<file path="config.mk">
export PLATFORM = sky130hd
export DESIGN_NAME = lsc_link_state_controller
export DESIGN_NICKNAME = d
export VERILOG_FILES = /design/src/hdl/lsc_pkg.sv /design/src/hdl/lsc_frame_if.sv /design/src/hdl/lsc_frame_classifier.sv /design/src/hdl/lsc_link_state_controller.sv
export SDC_FILE = /design/constraint.sdc
export NUM_CORES = 1
export LEC_CHECK = 0
export ABC_AREA = 1
export BUFFER_PORTS_ARGS = -buffer_cell sky130_fd_sc_hd__buf_2
export CAP_MARGIN = 20
export CORE_AREA = 8 8 98 109
export DETAILED_ROUTE_END_ITERATION = 16
export DIE_AREA = 0 0 106 117
export GPL_TIMING_DRIVEN = 0
export HOLD_SLACK_MARGIN = 0.06
export PLACE_DENSITY = 0.79
export SLEW_MARGIN = 20
export SYNTH_ARGS = -nofsm -noshare
export SYNTH_HDL_FRONTEND = slang
export SYNTH_HIERARCHICAL = 1
export SYNTH_SLANG_ARGS = --single-unit
</file>
<file path="constraint.sdc">
create_clock -name aclk -period 1.55 [get_ports aclk]
set_clock_uncertainty 0.1 [all_clocks]
set_input_delay 0.31 -clock aclk [delete_from_list [all_inputs] [get_ports aclk]]
set_output_delay 0.31 -clock aclk [all_outputs]
set_load 0.02 [all_outputs]
</file>
<file path="src/hdl/lsc_pkg.sv">
// Purpose: shared constants and types of the link state controller
// Assumes: one 200 MHz clock; receiver indications arrive on that clock with a frame tick
// Notes:   register offsets are byte addresses on a 32-bit AXI4-Lite bus
package lsc_pkg;

	// ----------------------------------------------------------------
	// link states and frame classes
	// ----------------------------------------------------------------
	typedef enum logic [1:0]
	{
		LSC_S0_ACQUIRE = 2'b00,
		LSC_S1_WAIT    = 2'b01,
		LSC_S2_DATA    = 2'b10
	} lsc_state_t;

	typedef enum logic [1:0]
	{
		LSC_CLS_FILL0 = 2'b00,
		LSC_CLS_FILL1 = 2'b01,
		LSC_CLS_DATA  = 2'b10,
		LSC_CLS_ERR   = 2'b11
	} lsc_cls_t;

	// ----------------------------------------------------------------
	// frame counts
	// ----------------------------------------------------------------
	localparam logic [7:0] LSC_LOCKOUT_FRAMES = 8'h80;
	localparam logic [7:0] LSC_CLEAN_FRAMES   = 8'h80;

	// ----------------------------------------------------------------
	// register map
	// ----------------------------------------------------------------
	localparam logic [7:0] LSC_CTRL_OFS   = 8'h00;
	localparam logic [7:0] LSC_STATUS_OFS = 8'h04;
	localparam logic [7:0] LSC_ERRCNT_OFS = 8'h08;

	localparam int LSC_CTRL_HOLD_BIT  = 0;
	localparam int LSC_CTRL_CLEAR_BIT = 1;
	localparam logic LSC_CTRL_HOLD_RST = 1'b0;

	localparam int LSC_ST_STATE_LSB = 0;
	localparam int LSC_ST_LOW_BIT   = 2;
	localparam int LSC_ST_HIGH_BIT  = 3;
	localparam int LSC_ST_LOCK_BIT  = 4;
	localparam int LSC_ST_CLEAN_BIT = 5;
	localparam int LSC_ST_RESET_BIT = 6;

	localparam logic [1:0] LSC_RESP_OKAY   = 2'b00;
	localparam logic [1:0] LSC_RESP_SLVERR = 2'b10;

endpackage

</file>
<file path="src/hdl/lsc_frame_if.sv">
// Purpose: carries per-frame receiver indications and their classification
// Assumes: all signals on aclk
// Notes:   ev is a one-cycle pulse per classified frame
`timescale 1ns/1ps
interface lsc_frame_if;
	import lsc_pkg::*;

	logic     frame_tick;
	logic     err;
	logic     data_word;
	logic     ctrl_word;
	logic     fill_ack;
	logic     ev;
	lsc_cls_t cls;
	logic     pair;

	modport classifier (input frame_tick, err, data_word, ctrl_word, fill_ack, output ev, cls, pair);
	modport controller (output frame_tick, err, data_word, ctrl_word, fill_ack, input ev, cls, pair);

endinterface

</file>
<file path="src/hdl/lsc_frame_classifier.sv">
// Purpose: classifies each received frame and flags two equal classes in a row
// Assumes: receiver indications are valid in the cycle of frame_tick
// Notes:   the very first frame after reset never forms a pair
`timescale 1ns/1ps
module lsc_frame_classifier
	import lsc_pkg::*;
(
	input  wire logic aclk,           // system clock
	input  wire logic aresetn,        // synchronous reset, active low
	lsc_frame_if.classifier fr        // frame indications in, class out
);

	lsc_cls_t cls_d;
	lsc_cls_t cls_q;
	logic     have_prev_q;
	logic     ev_q;
	logic     pair_q;

	// ----------------------------------------------------------------
	// classification
	// ----------------------------------------------------------------
	always_comb
	begin
		if (fr.err)
			cls_d = LSC_CLS_ERR;
		else if (fr.data_word || fr.ctrl_word)
			cls_d = LSC_CLS_DATA;
		else if (fr.fill_ack)
			cls_d = LSC_CLS_FILL1;
		else
			cls_d = LSC_CLS_FILL0;
	end

	always_ff @(posedge aclk)
	begin
		if (!aresetn)
		begin
			cls_q       <= LSC_CLS_ERR;
			have_prev_q <= 1'b0;
			ev_q        <= 1'b0;
			pair_q      <= 1'b0;
		end
		else
		begin
			ev_q <= fr.frame_tick;
			if (fr.frame_tick)
			begin
				pair_q      <= have_prev_q && (cls_d == cls_q);
				cls_q       <= cls_d;
				have_prev_q <= 1'b1;
			end
		end
	end

	assign fr.ev   = ev_q;
	assign fr.cls  = cls_q;
	assign fr.pair = pair_q;

	pair_equal_a: assert property (@(posedge aclk) disable iff (!aresetn)
		(fr.frame_tick && have_prev_q) |=> (pair_q == (cls_q == $past(cls_q))) || $past(!fr.frame_tick))
		else $error("pair flag does not match two equal frame classes");

endmodule // lsc_frame_classifier

</file>
<file path="src/hdl/lsc_link_state_controller.sv">
// Purpose: link startup controller: acquisition, peer wait, data mode
// Assumes: receiver indications are same-clock logic qualified by frame_tick; the two reset pins are asynchronous
// Notes:   all state advances only on frame ticks; resets and hold act every cycle
`timescale 1ns/1ps
module lsc_link_state_controller
	import lsc_pkg::*;
#(
	parameter int ADDR_W = 8                    // AXI address width
)
(
	input  wire logic              aclk,                  // 200 MHz clock
	input  wire logic              aresetn,               // synchronous reset, active low
	input  wire logic              controller_reset_a_n,  // reset pin a, active low, async
	input  wire logic              controller_reset_b_n,  // reset pin b, active low, async
	input  wire logic              frame_tick,            // one pulse per received frame
	input  wire logic              rx_frame_error,        // frame error indication
	input  wire logic              data_word_valid,       // data frame received
	input  wire logic              control_word_valid,    // control frame received
	input  wire logic              fill_word_seen,        // fill frame is acknowledge fill
	output logic                   status_low_bit,        // low status output
	output logic                   status_high_bit,       // high status output
	output logic                   tx_data_enable,        // transmitter data enable
	output logic                   tx_fill_type_select,   // transmitter fill type
	output logic                   freq_detector_disable, // receiver detector select
	output logic                   rx_active,             // receiver accepts data frames
	output logic                   ready_for_host_data,   // retimed data enable
	input  wire logic [ADDR_W-1:0] s_axi_awaddr,          // write address
	input  wire logic              s_axi_awvalid,         // write address valid
	output logic                   s_axi_awready,         // write address ready
	input  wire logic [31:0]       s_axi_wdata,           // write data
	input  wire logic [3:0]        s_axi_wstrb,           // write byte strobes
	input  wire logic              s_axi_wvalid,          // write data valid
	output logic                   s_axi_wready,          // write data ready
	output logic [1:0]             s_axi_bresp,           // write response
	output logic                   s_axi_bvalid,          // write response valid
	input  wire logic              s_axi_bready,          // write response ready
	input  wire logic [ADDR_W-1:0] s_axi_araddr,          // read address
	input  wire logic              s_axi_arvalid,         // read address valid
	output logic                   s_axi_arready,         // read address ready
	output logic [31:0]            s_axi_rdata,           // read data
	output logic [1:0]             s_axi_rresp,           // read response
	output logic                   s_axi_rvalid,          // read data valid
	input  wire logic              s_axi_rready           // read data ready
);

	lsc_frame_if fr ();

	lsc_state_t  state_q;
	lsc_state_t  state_d;
	logic [1:0]  ra_sync_q;
	logic [1:0]  rb_sync_q;
	logic        rst_any;
	logic        err_pair;
	logic        advance;
	logic [7:0]  lock_cnt_q;
	logic [7:0]  clean_cnt_q;
	logic        stat_lo_q;
	logic        stat_hi_q;
	logic        ready_q;
	logic        hold_q;
	logic [15:0] err_cnt_q;
	logic        aw_got_q;
	logic        w_got_q;
	logic [ADDR_W-1:0] aw_addr_q;
	logic [31:0] wdata_q;
	logic [3:0]  wstrb_q;
	logic        awready_q;
	logic        wready_q;
	logic        bvalid_q;
	logic [1:0]  bresp_q;
	logic        arready_q;
	logic        rvalid_q;
	logic [31:0] rdata_q;
	logic [1:0]  rresp_q;
	logic        do_write;
	logic        clear_req;

	// ----------------------------------------------------------------
	// frame classification
	// ----------------------------------------------------------------
	assign fr.frame_tick = frame_tick;
	assign fr.err        = rx_frame_error;
	assign fr.data_word  = data_word_valid;
	assign fr.ctrl_word  = control_word_valid;
	assign fr.fill_ack   = fill_word_seen;

	lsc_frame_classifier u_classifier
	(
		.aclk    (aclk),
		.aresetn (aresetn),
		.fr      (fr)
	);

	// ----------------------------------------------------------------
	// reset pin synchronisers
	// ----------------------------------------------------------------
	always_ff @(posedge aclk)
	begin
		if (!aresetn)
		begin
			ra_sync_q <= 2'b00;
			rb_sync_q <= 2'b00;
		end
		else
		begin
			ra_sync_q <= {ra_sync_q[0], controller_reset_a_n};
			rb_sync_q <= {rb_sync_q[0], controller_reset_b_n};
		end
	end

	// software hold acts like a third reset so a link can be parked
	assign rst_any  = !ra_sync_q[1] || !rb_sync_q[1] || hold_q;
	assign err_pair = fr.ev && fr.pair && (fr.cls == LSC_CLS_ERR);
	assign advance  = fr.ev && fr.pair && (lock_cnt_q == 8'h00);

	// ----------------------------------------------------------------
	// lockout timer and error-free counter
	// ----------------------------------------------------------------
	always_ff @(posedge aclk)
	begin
		if (!aresetn || rst_any)
			lock_cnt_q <= LSC_LOCKOUT_FRAMES;
		else if (err_pair)
			lock_cnt_q <= LSC_LOCKOUT_FRAMES;
		else if (fr.ev && lock_cnt_q != 8'h00)
			lock_cnt_q <= lock_cnt_q - 8'h01;
	end

	always_ff @(posedge aclk)
	begin
		if (!aresetn || rst_any)
			clean_cnt_q <= 8'h00;
		else if (fr.ev && fr.cls == LSC_CLS_ERR)
			clean_cnt_q <= 8'h00;
		else if (fr.ev && clean_cnt_q != LSC_CLEAN_FRAMES)
			clean_cnt_q <= clean_cnt_q + 8'h01;
	end

	// ----------------------------------------------------------------
	// link state machine
	// ----------------------------------------------------------------
	always_comb
	begin
		state_d = state_q;
		if (rst_any || err_pair)
			state_d = LSC_S0_ACQUIRE;
		else if (advance)
		begin
			case (state_q)
				LSC_S0_ACQUIRE:
					if (clean_cnt_q == LSC_CLEAN_FRAMES &&
					    (fr.cls == LSC_CLS_FILL0 || fr.cls == LSC_CLS_FILL1))
						state_d = LSC_S1_WAIT;
				LSC_S1_WAIT:
					if (fr.cls == LSC_CLS_FILL1 || fr.cls == LSC_CLS_DATA)
						state_d = LSC_S2_DATA;
					else if (fr.cls == LSC_CLS_FILL0)
						state_d = LSC_S0_ACQUIRE;
				LSC_S2_DATA:
					if (fr.cls == LSC_CLS_FILL0)
						state_d = LSC_S0_ACQUIRE;
				default:
					state_d = LSC_S0_ACQUIRE;
			endcase
		end
	end

	always_ff @(posedge aclk)
	begin
		if (!aresetn)
			state_q <= LSC_S0_ACQUIRE;
		else
			state_q <= state_d;
	end

	// status follows the next state so the status outputs never lag the state register; ready_for_host_data lags status_low_bit by one cycle
	always_ff @(posedge aclk)
	begin
		if (!aresetn)
		begin
			stat_hi_q <= 1'b0;
			stat_lo_q <= 1'b0;
			ready_q   <= 1'b0;
		end
		else
		begin
			stat_hi_q <= (state_d != LSC_S0_ACQUIRE);
			stat_lo_q <= (state_d == LSC_S2_DATA);
			ready_q   <= stat_lo_q;
		end
	end

	assign status_low_bit        = stat_lo_q;
	assign status_high_bit       = stat_hi_q;
	assign tx_data_enable        = stat_lo_q;
	assign tx_fill_type_select   = stat_hi_q;
	assign freq_detector_disable = stat_hi_q;
	assign rx_active             = stat_hi_q;
	assign ready_for_host_data   = ready_q;

	// ----------------------------------------------------------------
	// AXI4-Lite slave
	// ----------------------------------------------------------------
	assign do_write  = aw_got_q && w_got_q && !bvalid_q;
	assign clear_req = do_write && (aw_addr_q == LSC_CTRL_OFS) && wstrb_q[0]
	                   && wdata_q[LSC_CTRL_CLEAR_BIT];

	always_ff @(posedge aclk)
	begin
		if (!aresetn)
		begin
			aw_got_q  <= 1'b0;
			w_got_q   <= 1'b0;
			aw_addr_q <= '0;
			wdata_q   <= 32'h0000_0000;
			wstrb_q   <= 4'h0;
			awready_q <= 1'b1;
			wready_q  <= 1'b1;
			bvalid_q  <= 1'b0;
			bresp_q   <= LSC_RESP_OKAY;
		end
		else
		begin
			if (s_axi_awvalid && awready_q)
			begin
				aw_got_q  <= 1'b1;
				aw_addr_q <= s_axi_awaddr;
				awready_q <= 1'b0;
			end
			if (s_axi_wvalid && wready_q)
			begin
				w_got_q  <= 1'b1;
				wdata_q  <= s_axi_wdata;
				wstrb_q  <= s_axi_wstrb;
				wready_q <= 1'b0;
			end
			if (do_write)
			begin
				aw_got_q <= 1'b0;
				w_got_q  <= 1'b0;
				bvalid_q <= 1'b1;
				bresp_q  <= (aw_addr_q == LSC_CTRL_OFS) ? LSC_RESP_OKAY : LSC_RESP_SLVERR;
			end
			if (bvalid_q && s_axi_bready)
			begin
				bvalid_q  <= 1'b0;
				awready_q <= 1'b1;
				wready_q  <= 1'b1;
			end
		end
	end

	always_ff @(posedge aclk)
	begin
		if (!aresetn)
			hold_q <= LSC_CTRL_HOLD_RST;
		else if (do_write && aw_addr_q == LSC_CTRL_OFS && wstrb_q[0])
			hold_q <= wdata_q[LSC_CTRL_HOLD_BIT];
	end

	// a counted error in the clearing cycle survives as a count of one
	always_ff @(posedge aclk)
	begin
		if (!aresetn)
			err_cnt_q <= 16'h0000;
		else if (clear_req)
			err_cnt_q <= (fr.ev && fr.cls == LSC_CLS_ERR) ? 16'h0001 : 16'h0000;
		else if (fr.ev && fr.cls == LSC_CLS_ERR && err_cnt_q != 16'hffff)
			err_cnt_q <= err_cnt_q + 16'h0001;
	end

	always_ff @(posedge aclk)
	begin
		if (!aresetn)
		begin
			arready_q <= 1'b1;
			rvalid_q  <= 1'b0;
			rdata_q   <= 32'h0000_0000;
			rresp_q   <= LSC_RESP_OKAY;
		end
		else if (s_axi_arvalid && arready_q)
		begin
			arready_q <= 1'b0;
			rvalid_q  <= 1'b1;
			rresp_q   <= LSC_RESP_OKAY;
			rdata_q   <= 32'h0000_0000;
			case (s_axi_araddr)
				LSC_CTRL_OFS:
					rdata_q[LSC_CTRL_HOLD_BIT] <= hold_q;
				LSC_STATUS_OFS:
				begin
					rdata_q[LSC_ST_STATE_LSB +: 2] <= state_q;
					rdata_q[LSC_ST_LOW_BIT]        <= stat_lo_q;
					rdata_q[LSC_ST_HIGH_BIT]       <= stat_hi_q;
					rdata_q[LSC_ST_LOCK_BIT]       <= (lock_cnt_q != 8'h00);
					rdata_q[LSC_ST_CLEAN_BIT]      <= (clean_cnt_q == LSC_CLEAN_FRAMES);
					rdata_q[LSC_ST_RESET_BIT]      <= rst_any;
				end
				LSC_ERRCNT_OFS:
					rdata_q[15:0] <= err_cnt_q;
				default:
					rresp_q <= LSC_RESP_SLVERR;
			endcase
		end
		else if (rvalid_q && s_axi_rready)
		begin
			rvalid_q  <= 1'b0;
			arready_q <= 1'b1;
		end
	end

	assign s_axi_awready = awready_q;
	assign s_axi_wready  = wready_q;
	assign s_axi_bvalid  = bvalid_q;
	assign s_axi_bresp   = bresp_q;
	assign s_axi_arready = arready_q;
	assign s_axi_rvalid  = rvalid_q;
	assign s_axi_rdata   = rdata_q;
	assign s_axi_rresp   = rresp_q;

	// ----------------------------------------------------------------
	// checks
	// ----------------------------------------------------------------
	reset_holds_s0_a: assert property (@(posedge aclk) disable iff (!aresetn)
		rst_any |=> (state_q == LSC_S0_ACQUIRE) && !stat_hi_q && !stat_lo_q)
		else $error("controller left state 0 while a reset was held");

	debounce_pair_a: assert property (@(posedge aclk) disable iff (!aresetn)
		(state_q != $past(state_q) && state_q != LSC_S0_ACQUIRE) |-> $past(fr.ev && fr.pair))
		else $error("state advanced without two equal frames");

	err_lockout_a: assert property (@(posedge aclk) disable iff (!aresetn)
		err_pair |=> (lock_cnt_q == LSC_LOCKOUT_FRAMES) && (state_q == LSC_S0_ACQUIRE))
		else $error("two errors did not force a 128 frame lockout");

	clean_exit_a: assert property (@(posedge aclk) disable iff (!aresetn)
		$rose(stat_hi_q) |-> ($past(clean_cnt_q) == LSC_CLEAN_FRAMES) && ($past(lock_cnt_q) == 8'h00))
		else $error("left state 0 before 128 clean frames");

	s0_outputs_a: assert property (@(posedge aclk) disable iff (!aresetn)
		(state_q == LSC_S0_ACQUIRE) |-> !tx_data_enable && !tx_fill_type_select && !freq_detector_disable)
		else $error("state 0 outputs not all low");

	lock_entry_a: assert property (@(posedge aclk) disable iff (!aresetn)
		$rose(stat_hi_q) |-> $past(fr.cls == LSC_CLS_FILL0 || fr.cls == LSC_CLS_FILL1))
		else $error("high status rose without fill frames");

	ack_entry_a: assert property (@(posedge aclk) disable iff (!aresetn)
		$rose(stat_lo_q) |-> $past(stat_hi_q) && $past(fr.cls != LSC_CLS_FILL0))
		else $error("low status rose outside state 1 or on square fill");

	ready_retime_a: assert property (@(posedge aclk) disable iff (!aresetn)
		$rose(stat_lo_q) |=> $rose(ready_for_host_data) ##1 (ready_for_host_data == $past(stat_lo_q)))
		else $error("ready indication not retimed from data enable");

	bresp_hold_a: assert property (@(posedge aclk) disable iff (!aresetn)
		(s_axi_bvalid && !s_axi_bready) |=> s_axi_bvalid && $stable(s_axi_bresp))
		else $error("write response dropped before acceptance");

endmodule // lsc_link_state_controller

</file>
# == Word-level counts from Yosys, hierarchy flattened ==
# Cells that the tools add are included.
# totals
reg_bits,85
out_inout_bits,48
elab_cells,108
# classes
n_addsub,3
n_eq_ne,12
n_mux,21
bitwise_logic,1
reduce_logical,44
# op_table
op,n
$mux 16,2
$logic_not 8->1,3
$logic_and 1x1->1,19
$mux 2,9
$add 16x1->16 const B,1
$ne 16x16->1 const B,1
$pmux 6 s2,1
$mux 9,1
$add 8x1->8 const B,1
$eq 2x2->1 const B,4
$eq 8x3->1 const B,1
$eq 8x4->1 const B,1
$eq 8x8->1 const B,1
$ne 8x8->1 const B,1
$reduce_bool 8->1,1
$reduce_or 2->1,4
$sub 8x1->8 const B,1
$logic_or 1x1->1,7
$mux 1,6
$pmux 2 s3,1
$reduce_bool 2->1,3
$eq 2x1->1 const B,2
$logic_not 1->1,4
$logic_not 2->1,2
4 further kinds,4

# == Depth between registers and ports, before layout ==
# logic_depth
ltp_word,8
ltp_mapped,11

# == Hierarchy ==
# The synthesis kept the hierarchy.
# by_module_without_submodules
module,n_inst,cells_per_inst,area_each_um2
lsc_link_state_controller,1,568,3809.9
lsc_frame_classifier,1,31,225.2

# == Least setup slack after synthesis ==
# Ideal clock, no wire load.
# synth_path
path_kind,register -> register
start,register err_cnt_q[0]
end,register err_cnt_q[14]
setup_time_ps,115
arrival_time_ps,1339
required_ps,1335
slack_ps,-4
stages_incl_launch_ff,10
n_path_buf,1
period_less_slack_ps,1554
cell_sequence,dfxtp_1 ha_1 nand2_1 nor2_2 nand2_2 nor2_4 nor2_4 buf_6 a21oi_1 nor2_1
# synth_between
elab_chain_cells,3
elab_cells_between_ends,6
# synth_rtl
item,line,rtl
from (decl),lsc_link_state_controller.sv:61,logic [15:0] err_cnt_q;
from (signal assigned),lsc_link_state_controller.sv:267,err_cnt_q <= (fr.ev && fr.cls == LSC_CLS_ERR) ? 16'h0001 : 16'h0000;
from (signal assigned),lsc_link_state_controller.sv:269,err_cnt_q <= err_cnt_q + 16'h0001;
$add 16x1->16 or $ne 16x16->1 (tied branches),"lsc_link_state_controller.sv:269, lsc_link_state_controller.sv:268",
$mux 16 or $logic_and 1x1->1 (tied branches),lsc_link_state_controller.sv:268,else if (fr.ev && fr.cls == LSC_CLS_ERR && err_cnt_q != 16'hffff)
$mux 16 or $reduce_bool 2->1 (tied branches),n/a,
# Several ways; a longest one is shown, not always the timed one. The select of a mux whose other input is x is not followed.
# A chain may end at the register's enable or synchronous reset.

# == Worst setup path in the final report ==
# layout_path
start,register err_cnt_q[9]
end,register err_cnt_q[6]
# layout_between
elab_chain_cells,3
# layout_rtl
item,line
$ne 16x16->1,lsc_link_state_controller.sv:268
$logic_and 1x1->1,lsc_link_state_controller.sv:268
$reduce_bool 2->1 (no source line),n/a
# Every way passes these cells.

==> metrics <==
outcome finished, violations left; failing checks setup timing; fin crit share 105.2%; Mapped Area 0.004035 sq mm; switching share of total power approximately 28%; post-synth cell types 28; min Tclk post-route 1.630 ns; Reg clk slew, reported paths 0.09 ns; Synth Warn # 6; wire per inst approximately 13 um; cell taking the most area after synthesis dfxtp_1; Worst EP arrival 1.82 ns; gr usage total between 10% and 20%; CP Capture Type register; Crit. Startpoint err_cnt_q[9]; Post-Syn Instances 599; Power Total 0.004462 W; num rows 37; WS Path Type register to register; met1 GRT Util 17.30%; total CTS buffers 9; VDD IR max 500.0 uV; die outline width 106 um; CP required approximately 1.7 ns; Clk Latency, worst-skew pair 0.36 ns; Die Ht 117 um; Crit path buffers/inverters 1; setup TNS -0.4636 ns; clk buf depth 2; Antenna Nets Post-Route 0; fraction of layout cells with a size suffix above 1 28.65%; Main synth FF type dfxtp_1; CTS tree yes; Most Crowded Layer GR met2; delay-heaviest family, CP simple AND/OR/NAND/NOR gates; worst hold path type primary input to register; combinational share of power a little over an eighth; Placed Cells 795; Routed WL about 11000 um; worst slew pin tran between 0.5 and 0.6 ns; die footprint about 0.012 sq mm; Fmax 613.6 MHz; met2 Resource Use GR ~31%; Port Buf Inserts 62; Max stage delay on crit path 0.41 ns; Syn Area/Cell 6.736 sq um; slowest CP cell dfxtp_1; vias per cell 4.998; routability cong. 0.8380; crit path max fanout 5; CORE AREA 0.009027 sq mm; CP Launch Type register; Final WS setup -0.07985 ns; total gr overflow 0; Final Max Tran Viols 0; Non-Filler Instances approximately 840; # setup viols final 14; CP dominant cell by count nand2_1; NetSw approximately 0.0013 W; Post-synth EDFFs 0; initial antenna violation count 0; sequential power share 51.1%; worst hold start frame_tick; largest net degree at the start of global routing 16; RSZ-0062 raised after global routing yes; Clk pwr share 35.4%; grt met3 use 4.600%; Slew Limit Headroom 63.68%; vias in the first global route 3941; drt pass-1 iters 5; Power Dens Cells 856.1 mW/mm^2; most common cell after layout, fill and taps aside nand2_1; Clock Root Buffer clkbuf_8; Boundary Pins 114; H-tree depth 3; max_cap viols 0; crit path cell chain nand2_1 > nor2_1 > nand2_2 > nor2_4 > nor2_4 > buf_4 > nand2_1 > nand2_1 > a21oi_1; Nets between 700 and 800; Internal 0.003202 W; Synth top area share approximately two fifths; fin util 57.73%; synth top area cells dfxtp_1, nand2_1, nor2_1; ANT cells 0; first-pass GRT wire length 16860 um; r2r startpoint err_cnt_q[9]; #FFs+latches synth 83; clk sinks 83; Layout area overhead 29.15%; Starting Density 44.70%; vias post-DR 4178; DRC viols 0; Iter 0 DRT Violations 244; most frequent cells in the layout nand2_1, nor2_1, inv_1, dfxtp_1, buf_2; sequential area share after synthesis 41.18%; Async SR Flop Fraction 0%; Leak about 2.5 nW; Final Hold Viols 0; Post-DP HPWL 7649 um
## state kept, by name (all words and copies together) (netlist names), 2 cells and up
signal and count:
clean_cnt_q 8, state_q 2, rb_sync_q 2, s_axi_rdata 16
err_cnt_q 16, wdata_q 2, lock_cnt_q 8, ra_sync_q 2
aw_addr_q 8, u_classifier/fr.cls 2
## cells by family (layout without fill, tap and decap cells)
logic type | count (synthesis) | in the layout | share of synthesized area (%)
buffers and inverters | 112 | 214 | 12.90
AO/OA/AOI/OAI | 88 | 88 | 11.16
other | 1 | 18 | 0.09293
adder cells (fa/ha/maj) | 8 | 8 | 2.481
flip-flops | 83 | 83 | 41.18
XOR/XNOR | 6 | 6 | 1.302
AND/OR/NAND/NOR | 301 | 302 | 30.88
## cell type report
class / instances / area [sq um]
buffer: 31 / 220.2
clock buffer: 9 / 123.9
clock inverter: 7 / 73.82
fill: 836 / 3816
inverter: 81 / 305.3
multi-input combinational: 422 / 2147
sequential: 83 / 1687
tap: 117 / 146.4
timing repair buffer: 86 / 508.0
## synthesized netlist by cell type (all sizes together), types with 2 or more instances
cell	count
a21oi	39
buf	26
clkbuf	5
clkinv	3
dfxtp	83
ha	8
inv	78
nand2	148
nand3	31
nand3b	3
nand4	6
nor2	102
nor3	11
o21ai	46
xnor2	4
xor2	2
## stage by stage
stage	worst slack (ns)	cell area [sq um]	hold WS, ns
5_1_grt	-0.1032	5211	0.08861
3_5_place_dp	-0.3448	4561	0.3054
2_1_floorplan	0.01300	4104	0.2905
3_3_place_gp	-0.2927	4561	0.3006
4_1_cts	0.001239	4970	0.08420
6_report	-0.07985	5211	0.08961
## power groups by stage
stage               registers, W  clock network [W]  logic (W)
finish                   0.00228            0.00158   0.000601
global placement         0.00232                  0   0.000510
floorplan                0.00237                  0   0.000316
global route             0.00229            0.00168   0.000662
CTS                      0.00228            0.00159   0.000571
detailed placement       0.00233                  0   0.000527
## worst paths after layout
kind / endpoint / slack, ns / cells after the start
hold / removal: u_classifier/fr.pair / 0.09 / 2
setup reg to reg: err_cnt_q[6] / -0.08 / 9
setup / recovery: err_cnt_q[6] / -0.08 / 9
hold reg to reg: ra_sync_q[1] / 0.33 / 2
## routing by layer
layer | wire length [um] | up-vias
met5 | 0 | -
met4 | 335 | 0
met3 | 754 | 30
met2 | 5465 | 158
met1 | 4368 | 1928
li1 | - | 2062
## worst reg2reg max path, cell delays in order (launching register included)
cell and delay, ns:
dfxtp_1 0.41, nand2_1 0.10, nor2_1 0.16, nand2_2 0.11, nor2_4 0.19, nor2_4 0.08, buf_4 0.17, nand2_1 0.07
nand2_1 0.06, a21oi_1 0.12
## timing repair
item                                    4_1_cts  5_1_grt
pin swaps                                     9       15
setup buffers                                13        6
resized for setup                            23       73
hold buffers                                  2        0
endpoints found under the setup margin       45       49
cloned                                        3        1
endpoints found under the hold margin         2        0
No activity file was read; power rests on OpenSTA's default activity.
